[config.mk]
export PLATFORM = sky130hd
export DESIGN_NAME = shift_rotate_logic_decode
export DESIGN_NICKNAME = d
export VERILOG_FILES = /design/src/shared/shift_logic_pkg.sv /design/src/logic/clock_counter.sv /design/src/logic/shift_rotate_logic_decode.sv
export VERILOG_INCLUDE_DIRS = /design/src /design/src/shared
export SDC_FILE = /design/constraint.sdc
export NUM_CORES = 1
export LEC_CHECK = 0
export BUFFER_PORTS_ARGS = -buffer_cell sky130_fd_sc_hd__buf_2
export CORE_ASPECT_RATIO = 1.1
export CORE_MARGIN = 4
export CORE_UTILIZATION = 49
export CTS_CLUSTER_DIAMETER = 30
export CTS_CLUSTER_SIZE = 20
export DETAILED_ROUTE_END_ITERATION = 10
export PLACE_DENSITY = 0.87
export RECOVER_POWER = 25
export SYNTH_ARGS = -nofsm -noshare
export SYNTH_HDL_FRONTEND = slang
export SYNTH_SLANG_ARGS = --single-unit
[constraint.sdc]
create_clock -name CLK_I -period 2.3 [get_ports CLK_I]
set_input_delay 0.23 -clock CLK_I [delete_from_list [all_inputs] [get_ports CLK_I]]
set_output_delay 0.23 -clock CLK_I [all_outputs]
set_load 0.02 [all_outputs]
[src/shared/shift_logic_cfg.svh]
// Opcode patterns, addressing-byte field values and clock counts for the shift/rotate/logic decoder
// Assumes inclusion by bare name from the package and design files
`ifndef SHIFT_LOGIC_CFG_SVH
`define SHIFT_LOGIC_CFG_SVH

// Opcode prefixes (w bit excluded, d and w for register AND); escape and second bytes in full
`define OPC_ESCAPE        8'h0F
`define OPC_SHIFT_ONE     7'h68
`define OPC_SHIFT_CNT     7'h69
`define OPC_SHIFT_IMM     7'h60
`define OPC_AND_RR        6'h08
`define OPC_AND_RM        7'h10
`define OPC_AND_MR        7'h11
`define OPC_GRP_IMM       7'h40
`define OPC_AND_ACC       7'h12
`define OPC_TEST_RM       7'h42
`define OPC_GRP_UNARY     7'h7B
`define OPC2_DSHL_IMM     8'hA4
`define OPC2_DSHL_CNT     8'hA5
`define OPC2_DSHR_IMM     8'hAC
`define OPC2_DSHR_CNT     8'hAD

// Addressing-byte reg and mod field values
`define REG_AND_IMM       3'h4
`define REG_TEST_IMM      3'h0
`define MOD_REGISTER      2'h3

// Clock counts
`define CLK_SHIFT_REG     4'h3
`define CLK_SHIFT_MEM     4'h7
`define CLK_RC_REG        4'h9
`define CLK_RC_MEM        4'hA
`define CLK_AND_RR        4'h2
`define CLK_AND_RM        4'h7
`define CLK_AND_MR        4'h6
`define CLK_IMM_REG       4'h2
`define CLK_IMM_MEM       4'h7
`define CLK_TEST_REG      4'h2
`define CLK_TEST_MEM      4'h5

`endif

[src/shared/shift_logic_pkg.sv]
// Types for the shift/rotate/logic decoder
// Assumes shift_logic_cfg.svh is on the include path
`include "shift_logic_cfg.svh"
package shift_logic_pkg;

  typedef enum logic [2:0] {
    ROTATE_LEFT             = 3'h0,
    ROTATE_RIGHT            = 3'h1,
    ROTATE_LEFT_THRU_CARRY  = 3'h2,
    ROTATE_RIGHT_THRU_CARRY = 3'h3,
    SHIFT_LEFT              = 3'h4,
    LOGICAL_RIGHT_SHIFT     = 3'h5,
    SHIFT_OP_RESERVED       = 3'h6,
    ARITH_RIGHT_SHIFT       = 3'h7
  } shift_op_type;

  typedef enum logic [3:0] {
    OP_NONE         = 4'h0,
    OP_SHIFT        = 4'h1,
    OP_DOUBLE_LEFT  = 4'h2,
    OP_DOUBLE_RIGHT = 4'h3,
    OP_AND          = 4'h4,
    OP_TEST         = 4'h5
  } op_class_type;

  typedef enum logic [1:0] {
    CNT_ONE   = 2'h0,
    CNT_REG   = 2'h1,
    CNT_IMM   = 2'h2
  } count_src_type;

endpackage

[src/logic/clock_counter.sv]
// Countdown timer that holds busy for a loaded number of clocks
// Assumes a single clock; load is ignored while busy
`timescale 1ns/10ps
module clock_counter (
  input  wire logic       clk_i,
  input  wire logic       rst_i,
  input  wire logic       load_i,
  input  wire logic [3:0] count_i,
  output logic            busy_o,
  output logic            done_o
);

  logic [3:0] remain_q;

  always_ff @(posedge clk_i or posedge rst_i) begin
    if (rst_i) begin
      remain_q <= 4'h0;
      done_o   <= 1'b0;
    end else begin
      done_o <= 1'b0;
      if (remain_q != 4'h0) begin
        remain_q <= remain_q - 4'h1;
        if (remain_q == 4'h1) begin
          done_o <= 1'b1;
        end
      end else if (load_i) begin
        remain_q <= count_i;
      end
    end
  end

  assign busy_o = (remain_q != 4'h0);

endmodule

[src/logic/shift_rotate_logic_decode.sv]
// Decoder and clock-count timer for shift, rotate, double shift, AND and test
// Assumes one instruction presented per accepted strobe, bytes already fetched
// What this block does
// [RQ1] Op field 0-3 rotates, 4 left shift, 5 logical right, 7 arithmetic right.
// [RQ2] 1101001w with addressing byte: shift by count register, 3/7 clocks.
// [RQ3] 1100000w with addressing byte and immediate: shift by immediate, 3/7 clocks.
// [RQ4] Rotates through carry take 9 clocks on register, 10 on memory.
// [RQ5] 0F A4 immediate, 0F A5 count register: double left shift, 3/7 clocks.
// [RQ6] 0F AC immediate, 0F AD count register: double right shift, 3/7 clocks.
// [RQ7] 001000dw register to register AND, 2 clocks.
// [RQ8] 0010000w AND into memory from register, 7 clocks.
// [RQ9] 0010001w AND into register from memory, 6 clocks.
// [RQ10] 1000000w reg 100 with immediate: AND immediate, 2/7 clocks.
// [RQ11] 0010010w immediate AND into accumulator, no addressing byte, 2 clocks.
// [RQ12] 1000010w test register with register/memory, flags only, 2/5 clocks.
// [RQ13] 1111011w reg 000 with immediate: test flags only, 2/5 clocks.
// [RQ14] Low opcode bit w: zero byte operand, one full width.
// [RQ15] Direction bit d: one means reg field is destination.
`timescale 1ns/10ps
`include "shift_logic_cfg.svh"
module shift_rotate_logic_decode (
  input  wire logic       CLK_I,
  input  wire logic       SYS_RST_I,
  input  wire logic       INSN_VALID_I,
  input  wire logic [7:0] OPCODE0_I,
  input  wire logic [7:0] OPCODE1_I,
  input  wire logic [7:0] MODRM_I,
  input  wire logic [7:0] IMM8_I,
  output logic            READY_O,
  output logic            DECODE_VALID_O,
  output logic            ILLEGAL_O,
  output logic [3:0]      OP_CLASS_O,
  output logic [2:0]      SHIFT_OP_O,
  output logic [1:0]      COUNT_SRC_O,
  output logic [7:0]      IMM_COUNT_O,
  output logic            FULL_WIDTH_O,
  output logic            REG_IS_DEST_O,
  output logic            MEM_OPERAND_O,
  output logic            ACCUM_DEST_O,
  output logic            FLAGS_ONLY_O,
  output logic            HAS_MODRM_O,
  output logic            HAS_IMM_O,
  output logic [3:0]      CLOCKS_O,
  output logic            DONE_O
);

  // ------------------------------------------------------------
  // Combinational decode
  // ------------------------------------------------------------
  shift_logic_pkg::op_class_type  cls_d;
  shift_logic_pkg::count_src_type cnt_d;
  shift_logic_pkg::shift_op_type  sop_d;
  logic [3:0]                     clk_d;
  logic                           mem_d;
  logic                           illegal_d;
  logic                           reg_dest_d;
  logic                           acc_d;
  logic                           flags_d;
  logic                           modrm_d;
  logic                           imm_d;
  logic                           busy;
  logic                           tmr_done;
  logic                           take;

  assign take = INSN_VALID_I && !busy && !DECODE_VALID_O;

  always_comb begin
    cls_d      = shift_logic_pkg::OP_NONE;
    cnt_d      = shift_logic_pkg::CNT_ONE;
    sop_d      = shift_logic_pkg::shift_op_type'(MODRM_I[5:3]); // see [RQ1]
    mem_d      = (MODRM_I[7:6] != `MOD_REGISTER);
    clk_d      = 4'h0;
    illegal_d  = 1'b0;
    reg_dest_d = 1'b0;
    acc_d      = 1'b0;
    flags_d    = 1'b0;
    modrm_d    = 1'b1;
    imm_d      = 1'b0;
    if (OPCODE0_I == `OPC_ESCAPE) begin
      case (OPCODE1_I)
        `OPC2_DSHL_IMM, `OPC2_DSHL_CNT: begin // see [RQ5]
          cls_d = shift_logic_pkg::OP_DOUBLE_LEFT;
        end
        `OPC2_DSHR_IMM, `OPC2_DSHR_CNT: begin // see [RQ6]
          cls_d = shift_logic_pkg::OP_DOUBLE_RIGHT;
        end
        default: begin
          illegal_d = 1'b1;
        end
      endcase
      if (!illegal_d) begin
        imm_d = !OPCODE1_I[0];
        cnt_d = OPCODE1_I[0] ? shift_logic_pkg::CNT_REG : shift_logic_pkg::CNT_IMM;
        clk_d = mem_d ? `CLK_SHIFT_MEM : `CLK_SHIFT_REG; // see [RQ5] see [RQ6]
      end
    end else if (OPCODE0_I[7:1] == `OPC_SHIFT_ONE || OPCODE0_I[7:1] == `OPC_SHIFT_CNT ||
                 OPCODE0_I[7:1] == `OPC_SHIFT_IMM) begin
      cls_d = shift_logic_pkg::OP_SHIFT;
      if (OPCODE0_I[7:1] == `OPC_SHIFT_CNT) begin
        cnt_d = shift_logic_pkg::CNT_REG; // see [RQ2]
      end else if (OPCODE0_I[7:1] == `OPC_SHIFT_IMM) begin
        cnt_d = shift_logic_pkg::CNT_IMM; // see [RQ3]
        imm_d = 1'b1;
      end
      case (sop_d)
        shift_logic_pkg::ROTATE_LEFT_THRU_CARRY,
        shift_logic_pkg::ROTATE_RIGHT_THRU_CARRY: begin
          clk_d = mem_d ? `CLK_RC_MEM : `CLK_RC_REG; // see [RQ4]
        end
        shift_logic_pkg::SHIFT_OP_RESERVED: begin
          illegal_d = 1'b1;
        end
        default: begin
          clk_d = mem_d ? `CLK_SHIFT_MEM : `CLK_SHIFT_REG; // see [RQ2] see [RQ3]
        end
      endcase
    end else if (OPCODE0_I[7:2] == `OPC_AND_RR && !mem_d) begin
      cls_d      = shift_logic_pkg::OP_AND; // see [RQ7]
      reg_dest_d = OPCODE0_I[1]; // see [RQ15]
      clk_d      = `CLK_AND_RR;
    end else if (OPCODE0_I[7:1] == `OPC_AND_RM) begin
      cls_d = shift_logic_pkg::OP_AND; // see [RQ8]
      clk_d = `CLK_AND_RM;
    end else if (OPCODE0_I[7:1] == `OPC_AND_MR) begin
      cls_d      = shift_logic_pkg::OP_AND; // see [RQ9]
      reg_dest_d = 1'b1;
      clk_d      = `CLK_AND_MR;
    end else if (OPCODE0_I[7:1] == `OPC_GRP_IMM && MODRM_I[5:3] == `REG_AND_IMM) begin
      cls_d = shift_logic_pkg::OP_AND; // see [RQ10]
      imm_d = 1'b1;
      clk_d = mem_d ? `CLK_IMM_MEM : `CLK_IMM_REG;
    end else if (OPCODE0_I[7:1] == `OPC_AND_ACC) begin
      cls_d   = shift_logic_pkg::OP_AND; // see [RQ11]
      acc_d   = 1'b1;
      modrm_d = 1'b0;
      imm_d   = 1'b1;
      mem_d   = 1'b0;
      clk_d   = `CLK_AND_RR;
    end else if (OPCODE0_I[7:1] == `OPC_TEST_RM) begin
      cls_d   = shift_logic_pkg::OP_TEST; // see [RQ12]
      flags_d = 1'b1;
      clk_d   = mem_d ? `CLK_TEST_MEM : `CLK_TEST_REG;
    end else if (OPCODE0_I[7:1] == `OPC_GRP_UNARY && MODRM_I[5:3] == `REG_TEST_IMM) begin
      cls_d   = shift_logic_pkg::OP_TEST; // see [RQ13]
      flags_d = 1'b1;
      imm_d   = 1'b1;
      clk_d   = mem_d ? `CLK_TEST_MEM : `CLK_TEST_REG;
    end else begin
      illegal_d = 1'b1;
    end
    if (illegal_d) begin
      cls_d   = shift_logic_pkg::OP_NONE;
      clk_d   = 4'h0;
      mem_d   = 1'b0;
      modrm_d = 1'b0;
      imm_d   = 1'b0;
    end
  end

  // ------------------------------------------------------------
  // Decode result registers
  // ------------------------------------------------------------
  always_ff @(posedge CLK_I or posedge SYS_RST_I) begin
    if (SYS_RST_I) begin
      DECODE_VALID_O <= 1'b0;
      ILLEGAL_O      <= 1'b0;
      OP_CLASS_O     <= 4'h0;
      SHIFT_OP_O     <= 3'h0;
      COUNT_SRC_O    <= 2'h0;
      IMM_COUNT_O    <= 8'h00;
      FULL_WIDTH_O   <= 1'b0;
      REG_IS_DEST_O  <= 1'b0;
      MEM_OPERAND_O  <= 1'b0;
      ACCUM_DEST_O   <= 1'b0;
      FLAGS_ONLY_O   <= 1'b0;
      HAS_MODRM_O    <= 1'b0;
      HAS_IMM_O      <= 1'b0;
      CLOCKS_O       <= 4'h0;
    end else begin
      if (take) begin
        DECODE_VALID_O <= 1'b1;
        ILLEGAL_O      <= illegal_d;
        OP_CLASS_O     <= cls_d;
        SHIFT_OP_O     <= (cls_d == shift_logic_pkg::OP_SHIFT) ? sop_d : 3'h0;
        COUNT_SRC_O    <= cnt_d;
        IMM_COUNT_O    <= (cnt_d == shift_logic_pkg::CNT_IMM) ? IMM8_I : 8'h01;
        FULL_WIDTH_O   <= (OPCODE0_I == `OPC_ESCAPE) ? 1'b1 : OPCODE0_I[0]; // see [RQ14]
        REG_IS_DEST_O  <= reg_dest_d;
        MEM_OPERAND_O  <= mem_d;
        ACCUM_DEST_O   <= acc_d;
        FLAGS_ONLY_O   <= flags_d;
        HAS_MODRM_O    <= modrm_d;
        HAS_IMM_O      <= imm_d;
        CLOCKS_O       <= clk_d;
      end else if (DECODE_VALID_O && (ILLEGAL_O || DONE_O)) begin
        DECODE_VALID_O <= 1'b0;
      end
    end
  end

  // ------------------------------------------------------------
  // Execution timing
  // ------------------------------------------------------------
  clock_counter clock_counter_inst (
    .clk_i   (CLK_I),
    .rst_i   (SYS_RST_I),
    .load_i  (take && !illegal_d),
    .count_i (clk_d),
    .busy_o  (busy),
    .done_o  (tmr_done)
  );

  always_ff @(posedge CLK_I or posedge SYS_RST_I) begin
    if (SYS_RST_I) begin
      DONE_O  <= 1'b0;
      READY_O <= 1'b0;
    end else begin
      DONE_O  <= tmr_done;
      READY_O <= !busy && !take && !(DECODE_VALID_O && !(ILLEGAL_O || DONE_O));
    end
  end

  // ------------------------------------------------------------
  // Checks
  // ------------------------------------------------------------
  a_rc_clocks: assert property (@(posedge CLK_I) disable iff (SYS_RST_I) // see [RQ4]
    take && !illegal_d && cls_d == shift_logic_pkg::OP_SHIFT && sop_d[2:1] == 2'h1
    |=> CLOCKS_O == (MEM_OPERAND_O ? `CLK_RC_MEM : `CLK_RC_REG))
    else $error("Carry rotate clock count wrong");
  a_shift_clocks: assert property (@(posedge CLK_I) disable iff (SYS_RST_I) // see [RQ2]
    take && OPCODE0_I[7:1] == `OPC_SHIFT_CNT && !sop_d[1] && !illegal_d
    |=> CLOCKS_O == (MEM_OPERAND_O ? 4'h7 : 4'h3) && COUNT_SRC_O == 2'h1)
    else $error("Count register shift decode wrong");
  a_imm_shift: assert property (@(posedge CLK_I) disable iff (SYS_RST_I) // see [RQ3]
    take && OPCODE0_I[7:1] == `OPC_SHIFT_IMM && sop_d != shift_logic_pkg::SHIFT_OP_RESERVED
    |=> COUNT_SRC_O == 2'h2 && IMM_COUNT_O == $past(IMM8_I))
    else $error("Immediate shift count not captured");
  a_double_shift: assert property (@(posedge CLK_I) disable iff (SYS_RST_I) // see [RQ5]
    take && OPCODE0_I == `OPC_ESCAPE && OPCODE1_I == `OPC2_DSHL_CNT
    |=> OP_CLASS_O == 4'h2 && COUNT_SRC_O == 2'h1 && CLOCKS_O == (MEM_OPERAND_O ? 4'h7 : 4'h3))
    else $error("Double left shift decode wrong");
  a_dshr_decode: assert property (@(posedge CLK_I) disable iff (SYS_RST_I) // see [RQ6]
    take && OPCODE0_I == `OPC_ESCAPE && OPCODE1_I == `OPC2_DSHR_IMM
    |=> OP_CLASS_O == 4'h3 && HAS_IMM_O)
    else $error("Double right shift decode wrong");
  a_and_mem: assert property (@(posedge CLK_I) disable iff (SYS_RST_I) // see [RQ8]
    take && OPCODE0_I[7:1] == `OPC_AND_RM && MODRM_I[7:6] != `MOD_REGISTER
    |=> CLOCKS_O == 4'h7 && !REG_IS_DEST_O && MEM_OPERAND_O)
    else $error("AND to memory decode wrong");
  a_and_reg_mem: assert property (@(posedge CLK_I) disable iff (SYS_RST_I) // see [RQ9]
    take && OPCODE0_I[7:1] == `OPC_AND_MR && MODRM_I[7:6] != `MOD_REGISTER
    |=> CLOCKS_O == 4'h6 && REG_IS_DEST_O && MEM_OPERAND_O)
    else $error("AND from memory decode wrong");
  a_test_flags: assert property (@(posedge CLK_I) disable iff (SYS_RST_I) // see [RQ12]
    take && OPCODE0_I[7:1] == `OPC_TEST_RM |=> FLAGS_ONLY_O && CLOCKS_O == (MEM_OPERAND_O ? 4'h5 : 4'h2))
    else $error("Test decode wrong");
  a_acc_form: assert property (@(posedge CLK_I) disable iff (SYS_RST_I) // see [RQ11]
    take && OPCODE0_I[7:1] == `OPC_AND_ACC |=> ACCUM_DEST_O && !HAS_MODRM_O && CLOCKS_O == 4'h2)
    else $error("Accumulator AND decode wrong");
  a_done_timing: assert property (@(posedge CLK_I) disable iff (SYS_RST_I) // see [RQ7]
    take && OPCODE0_I[7:2] == `OPC_AND_RR && MODRM_I[7:6] == `MOD_REGISTER
    |=> !DONE_O ##1 !DONE_O ##1 !DONE_O ##1 DONE_O)
    else $error("Register AND not done after 2 clocks");

  // ------------------------------------------------------------
  // Field and format checks
  // ------------------------------------------------------------
  a_sar_code: assert property (@(posedge CLK_I) disable iff (SYS_RST_I) // see [RQ1]
    take && OPCODE0_I[7:1] == `OPC_SHIFT_ONE && MODRM_I[5:3] == 3'h7
    |=> SHIFT_OP_O == 3'h7 && !ILLEGAL_O && OP_CLASS_O == 4'h1)
    else $error("Arithmetic right shift code wrong");
  a_reserved_op: assert property (@(posedge CLK_I) disable iff (SYS_RST_I) // see [RQ1]
    take && OPCODE0_I[7:1] == `OPC_SHIFT_CNT && MODRM_I[5:3] == 3'h6
    |=> ILLEGAL_O && OP_CLASS_O == 4'h0 && CLOCKS_O == 4'h0)
    else $error("Reserved shift field not refused");
  a_illegal_clear: assert property (@(posedge CLK_I) disable iff (SYS_RST_I) // see [RQ1]
    DECODE_VALID_O && ILLEGAL_O
    |=> !DECODE_VALID_O && !DONE_O)
    else $error("Refused opcode held or timed");
  a_dshl_imm: assert property (@(posedge CLK_I) disable iff (SYS_RST_I) // see [RQ5]
    take && OPCODE0_I == `OPC_ESCAPE && OPCODE1_I == `OPC2_DSHL_IMM
    |=> OP_CLASS_O == 4'h2 && COUNT_SRC_O == 2'h2 && IMM_COUNT_O == $past(IMM8_I))
    else $error("Double left shift immediate wrong");
  a_dshr_cnt: assert property (@(posedge CLK_I) disable iff (SYS_RST_I) // see [RQ6]
    take && OPCODE0_I == `OPC_ESCAPE && OPCODE1_I == `OPC2_DSHR_CNT
    |=> OP_CLASS_O == 4'h3 && COUNT_SRC_O == 2'h1 && CLOCKS_O == (MEM_OPERAND_O ? 4'h7 : 4'h3))
    else $error("Double right shift by count wrong");
  a_and_rr_clocks: assert property (@(posedge CLK_I) disable iff (SYS_RST_I) // see [RQ7]
    take && OPCODE0_I[7:2] == `OPC_AND_RR && MODRM_I[7:6] == `MOD_REGISTER
    |=> OP_CLASS_O == 4'h4 && CLOCKS_O == 4'h2 && !MEM_OPERAND_O)
    else $error("Register AND decode wrong");
  a_imm_and: assert property (@(posedge CLK_I) disable iff (SYS_RST_I) // see [RQ10]
    take && OPCODE0_I[7:1] == `OPC_GRP_IMM && MODRM_I[5:3] == `REG_AND_IMM
    |=> OP_CLASS_O == 4'h4 && HAS_IMM_O && CLOCKS_O == (MEM_OPERAND_O ? 4'h7 : 4'h2))
    else $error("Immediate AND decode wrong");
  a_test_imm: assert property (@(posedge CLK_I) disable iff (SYS_RST_I) // see [RQ13]
    take && OPCODE0_I[7:1] == `OPC_GRP_UNARY && MODRM_I[5:3] == `REG_TEST_IMM
    |=> FLAGS_ONLY_O && HAS_IMM_O && CLOCKS_O == (MEM_OPERAND_O ? 4'h5 : 4'h2))
    else $error("Immediate test decode wrong");
  a_byte_width: assert property (@(posedge CLK_I) disable iff (SYS_RST_I) // see [RQ14]
    take && OPCODE0_I != `OPC_ESCAPE && !OPCODE0_I[0]
    |=> !FULL_WIDTH_O)
    else $error("Byte operand size not decoded");
  a_full_width: assert property (@(posedge CLK_I) disable iff (SYS_RST_I) // see [RQ14]
    take && OPCODE0_I[0]
    |=> FULL_WIDTH_O)
    else $error("Full operand size not decoded");
  a_dir_dest: assert property (@(posedge CLK_I) disable iff (SYS_RST_I) // see [RQ15]
    take && OPCODE0_I[7:2] == `OPC_AND_RR && MODRM_I[7:6] == `MOD_REGISTER && OPCODE0_I[1]
    |=> REG_IS_DEST_O)
    else $error("Direction bit not decoded");

endmodule

==> results.sh <==
export IMPL_outcome="completed"
export IMPL_path_cells="inv_1, ha_1, nor3b_2, nand3b_2, a21oi_2, o31ai_4, a311o_2"
export IMPL_final_area_um2=2266
export IMPL_antenna_left=0
export IMPL_crit_required_ns=2.55
export IMPL_drt_iter0_markers=103
export IMPL_powerDensity_nw_per_um2=840.8
export IMPL_cts_max_level=2
export IMPL_vias=1682
export IMPL_p_comb_share_pct=31.9
export IMPL_pre_cts_ws_ns=0.1117
export IMPL_holdCritStartpoint="OPCODE0_I[0]"
export IMPL_rsz0062_at_grt="no"
export IMPL_grt_pass1_wl_mm=7.555
export IMPL_min_period_ns=2.113
export IMPL_routedWlPerCell_um=14.71
export IMPL_nFillCells=284
export IMPL_postPlaceCellArea_um2=2178
export IMPL_layout_setup_ws_ns=0.1868
export IMPL_fin_cells=307
export IMPL_met2_length_mm=2.224
export IMPL_gp_congestion=0.8430
export IMPL_routed_wl_mm=4.517
export IMPL_r2r_start="clock_counter_inst.remain_q[0]$_DFFE_PP0P_"
export IMPL_syn_nets=227
export IMPL_synth_ff_type="dfrtp_1"
export IMPL_syn_area_um2=1800
export IMPL_postLayoutCoreUtil_pct=65.85
export IMPL_clock_skew_ns=0.007413
export IMPL_finalSetupTns_ns=0
export IMPL_reg2reg_depth=7
export IMPL_viasPerCell=5.479
export IMPL_rows=22
export IMPL_drive_gt1_share_pct=34.36
export IMPL_gr_total_overflow=0
export IMPL_slew_violations=0
export IMPL_ys_types=49
export IMPL_nets=295
export IMPL_diodes=0
export IMPL_crit_type="flop to flop"
export IMPL_top_layer_used="met4"
export IMPL_hp_class="input port to flop"
export IMPL_r2r_slack_ns=0.19
export IMPL_syn_avg_cell_area_um2=9.476
export IMPL_grt_pass1_vias=1671
export IMPL_hpwl_mm=3.249
export IMPL_worst_setup_path_end_kind="flop"
export IMPL_core_area_um2=3441
export IMPL_finalHoldViolCount=0
export IMPL_wirelength_met1_mm=1.819
export IMPL_synthCells=190
export IMPL_r2r_end="clock_counter_inst.remain_q[1]$_DFFE_PP0P_"
export IMPL_cts_tree="done"
export IMPL_slew_headroom_pct=40.56
export IMPL_cts_buffer_depth=2
export IMPL_cts_root_buf="clkbuf_4"
export IMPL_cp_start_kind="flop"
export IMPL_syn_to_final_growth_pct=25.85
export IMPL_die_w_um=65.80
export IMPL_cts_buffers=5
export IMPL_synth_ff_latch_count=36
export IMPL_cellLeakagePower_nw=1.229
export IMPL_drc=0
export IMPL_antenna_found_initial=0
export IMPL_p_seq_share_pct=44.7
export IMPL_portBuffers=62
export IMPL_crit_path_top_delay_cell="dfrtp_1"
export IMPL_ioPinCount=67
export IMPL_critPathLaunch="clock_counter_inst.remain_q[0]$_DFFE_PP0P_"
export IMPL_synth_edff_count=0
export IMPL_worst_pin_slew_ns=0.8916
export IMPL_path_clk_slew_ns=0.11
export IMPL_place_inst=298
export IMPL_die_area_um2=4709
export IMPL_cp_arrival_ns=2.36
export IMPL_async_flop_share_pct=100.0
export IMPL_ys_seq_area_share_pct=50.03
export IMPL_setup_viol=0
export IMPL_power_switching_uw=681.3
export IMPL_p_int_mw=1.224
export IMPL_cp_max_fo=8
export IMPL_wl_met3_um=410
export IMPL_worstSkewPairLatency_ns=0.35
export IMPL_final_common_cell="buf_2"
export IMPL_layout_common_cells="buf_2 (62), nand2_1 (43), dfrtp_1 (36)"
export IMPL_vdd_ir_drop_max_mv=0.4671
export IMPL_start_util_pct=52.33
export IMPL_cts_sinks=36
export IMPL_yosysWarnings=0
export IMPL_min_path_cells=3
export IMPL_max_freq_mhz=473.2
export IMPL_finalCritPeriodShare_pct=91.88
export IMPL_dr_pass1_iters=4
export IMPL_die_height_um=71.58
export IMPL_grt_start_max_net_pins=37
export IMPL_track_usage_pct=20.55
export IMPL_clkPwrFrac_pct=23.5
export IMPL_swShare_pct=35.76
export IMPL_hold_path_endpoint="FULL_WIDTH_O$_DFFE_PP0P_"
export IMPL_cpPeakStageDelay_ns=0.45
export IMPL_cap_violations=0
## cell families (layout without fill, tap and decap cells)
| group | Yosys count | count (layout) | synth area share [%] |
|---|---|---|---|
| and+or+nand+nor | 102 | 102 | 28.56 |
| muxes | 2 | 2 | 1.390 |
| AOI/OAI and AO/OA | 35 | 35 | 15.64 |
| other | 1 | 1 | 0.2083 |
| DFF | 36 | 36 | 50.03 |
| adders and majority gates | 2 | 2 | 1.390 |
| buffers and inverters | 12 | 81 | 2.779 |
## cell type report
class | instances | area, um^2 | share of cell area, %
clock buffer | 6 | 41.29 | 1.822
clock inverter | 2 | 35.03 | 1.546
inverter | 6 | 22.52 | 0.9939
multi-input combinational | 142 | 858.3 | 37.88
sequential | 36 | 900.9 | 39.76
tap | 48 | 60.06 | 2.650
timing repair buffer | 67 | 347.8 | 15.35
## routing by layer
| metal | global-route usage (%) | vias up |
|---|---|---|
| met1 | 24.37 | 800 |
| met5 | 0 | - |
| li1 | - | 812 |
| met4 | 7.373 | 0 |
| met3 | 6.583 | 6 |
| met2 | 34.63 | 64 |
## worst max-delay path by stage
stage | endpoint | cells after the start
after floorplan | clock_counter_inst.remain_q[1]$_DFFE_PP0P_ | 7
after global placement | clock_counter_inst.remain_q[1]$_DFFE_PP0P_ | 7
after detailed placement | clock_counter_inst.remain_q[1]$_DFFE_PP0P_ | 7
after CTS | clock_counter_inst.remain_q[1]$_DFFE_PP0P_ | 7
after global routing | clock_counter_inst.remain_q[1]$_DFFE_PP0P_ | 7
final | clock_counter_inst.remain_q[1]$_DFFE_PP0P_ | 7
## registers in the layout, summed over array words and instances (netlist names), 2 cells and up
name,flops
CLOCKS_O,4
COUNT_SRC_O,2
IMM_COUNT_O,8
OP_CLASS_O,3
SHIFT_OP_O,3
clock_counter_inst.remain_q,4
## cells in the mapped netlist (2+ instances only)
cell type	number	area share, %
nand2_1	43	9.0
dfrtp_1	36	50
nor2_1	15	3.1
nand3_1	12	3.3
o21ai_0	7	1.9
inv_1	6	1.3
nor3_1	6	1.7
a21o_1	4	1.7
a21oi_1	4	1.1
clkbuf_1	4	0.83
o31ai_1	4	1.7
nand2b_1	3	1.0
nand4_1	3	1.0
a31oi_1	2	0.69
and2_1	2	0.69
ha_1	2	1.4
nor2b_1	2	0.69
nor4_1	2	0.69
nor4b_1	2	0.97
or3_1	2	0.69
## metrics by stage
step	hold slack, ns	power [mW]
global placement	0.3329	1.445
CTS	0.07768	1.918
detailed placement	0.3484	1.469
floorplan	0.3312	1.256
global route	0.07898	2.024
finish	0.08692	1.905
## worst max-delay path: cells and delay by family, from the launching register on
kind / cells / cell delay [ns]
simple gates: 2 / 0.44
fa+ha+maj: 1 / 0.23
compound gates: 3 / 0.80
buf+inv: 1 / 0.08
flops: 1 / 0.45
## power by group through the flow
| stage | clock network (mW) | logic, mW | registers [mW] |
|---|---|---|---|
| 3_3_place_gp | 0 | 0.589 | 0.856 |
| 5_1_grt | 0.481 | 0.671 | 0.871 |
| 6_report | 0.447 | 0.607 | 0.851 |
| 2_1_floorplan | 0 | 0.303 | 0.952 |
| 4_1_cts | 0.453 | 0.613 | 0.852 |
| 3_5_place_dp | 0 | 0.606 | 0.863 |
## what timing repair did
action	4_1_cts	5_1_grt
resized for setup	0	1
hold buffers	1	0
endpoints found under the setup margin	0	3
hold endpoints to repair	36	0
buffers inserted	0	0
No activity file was read; power rests on OpenSTA's default activity.
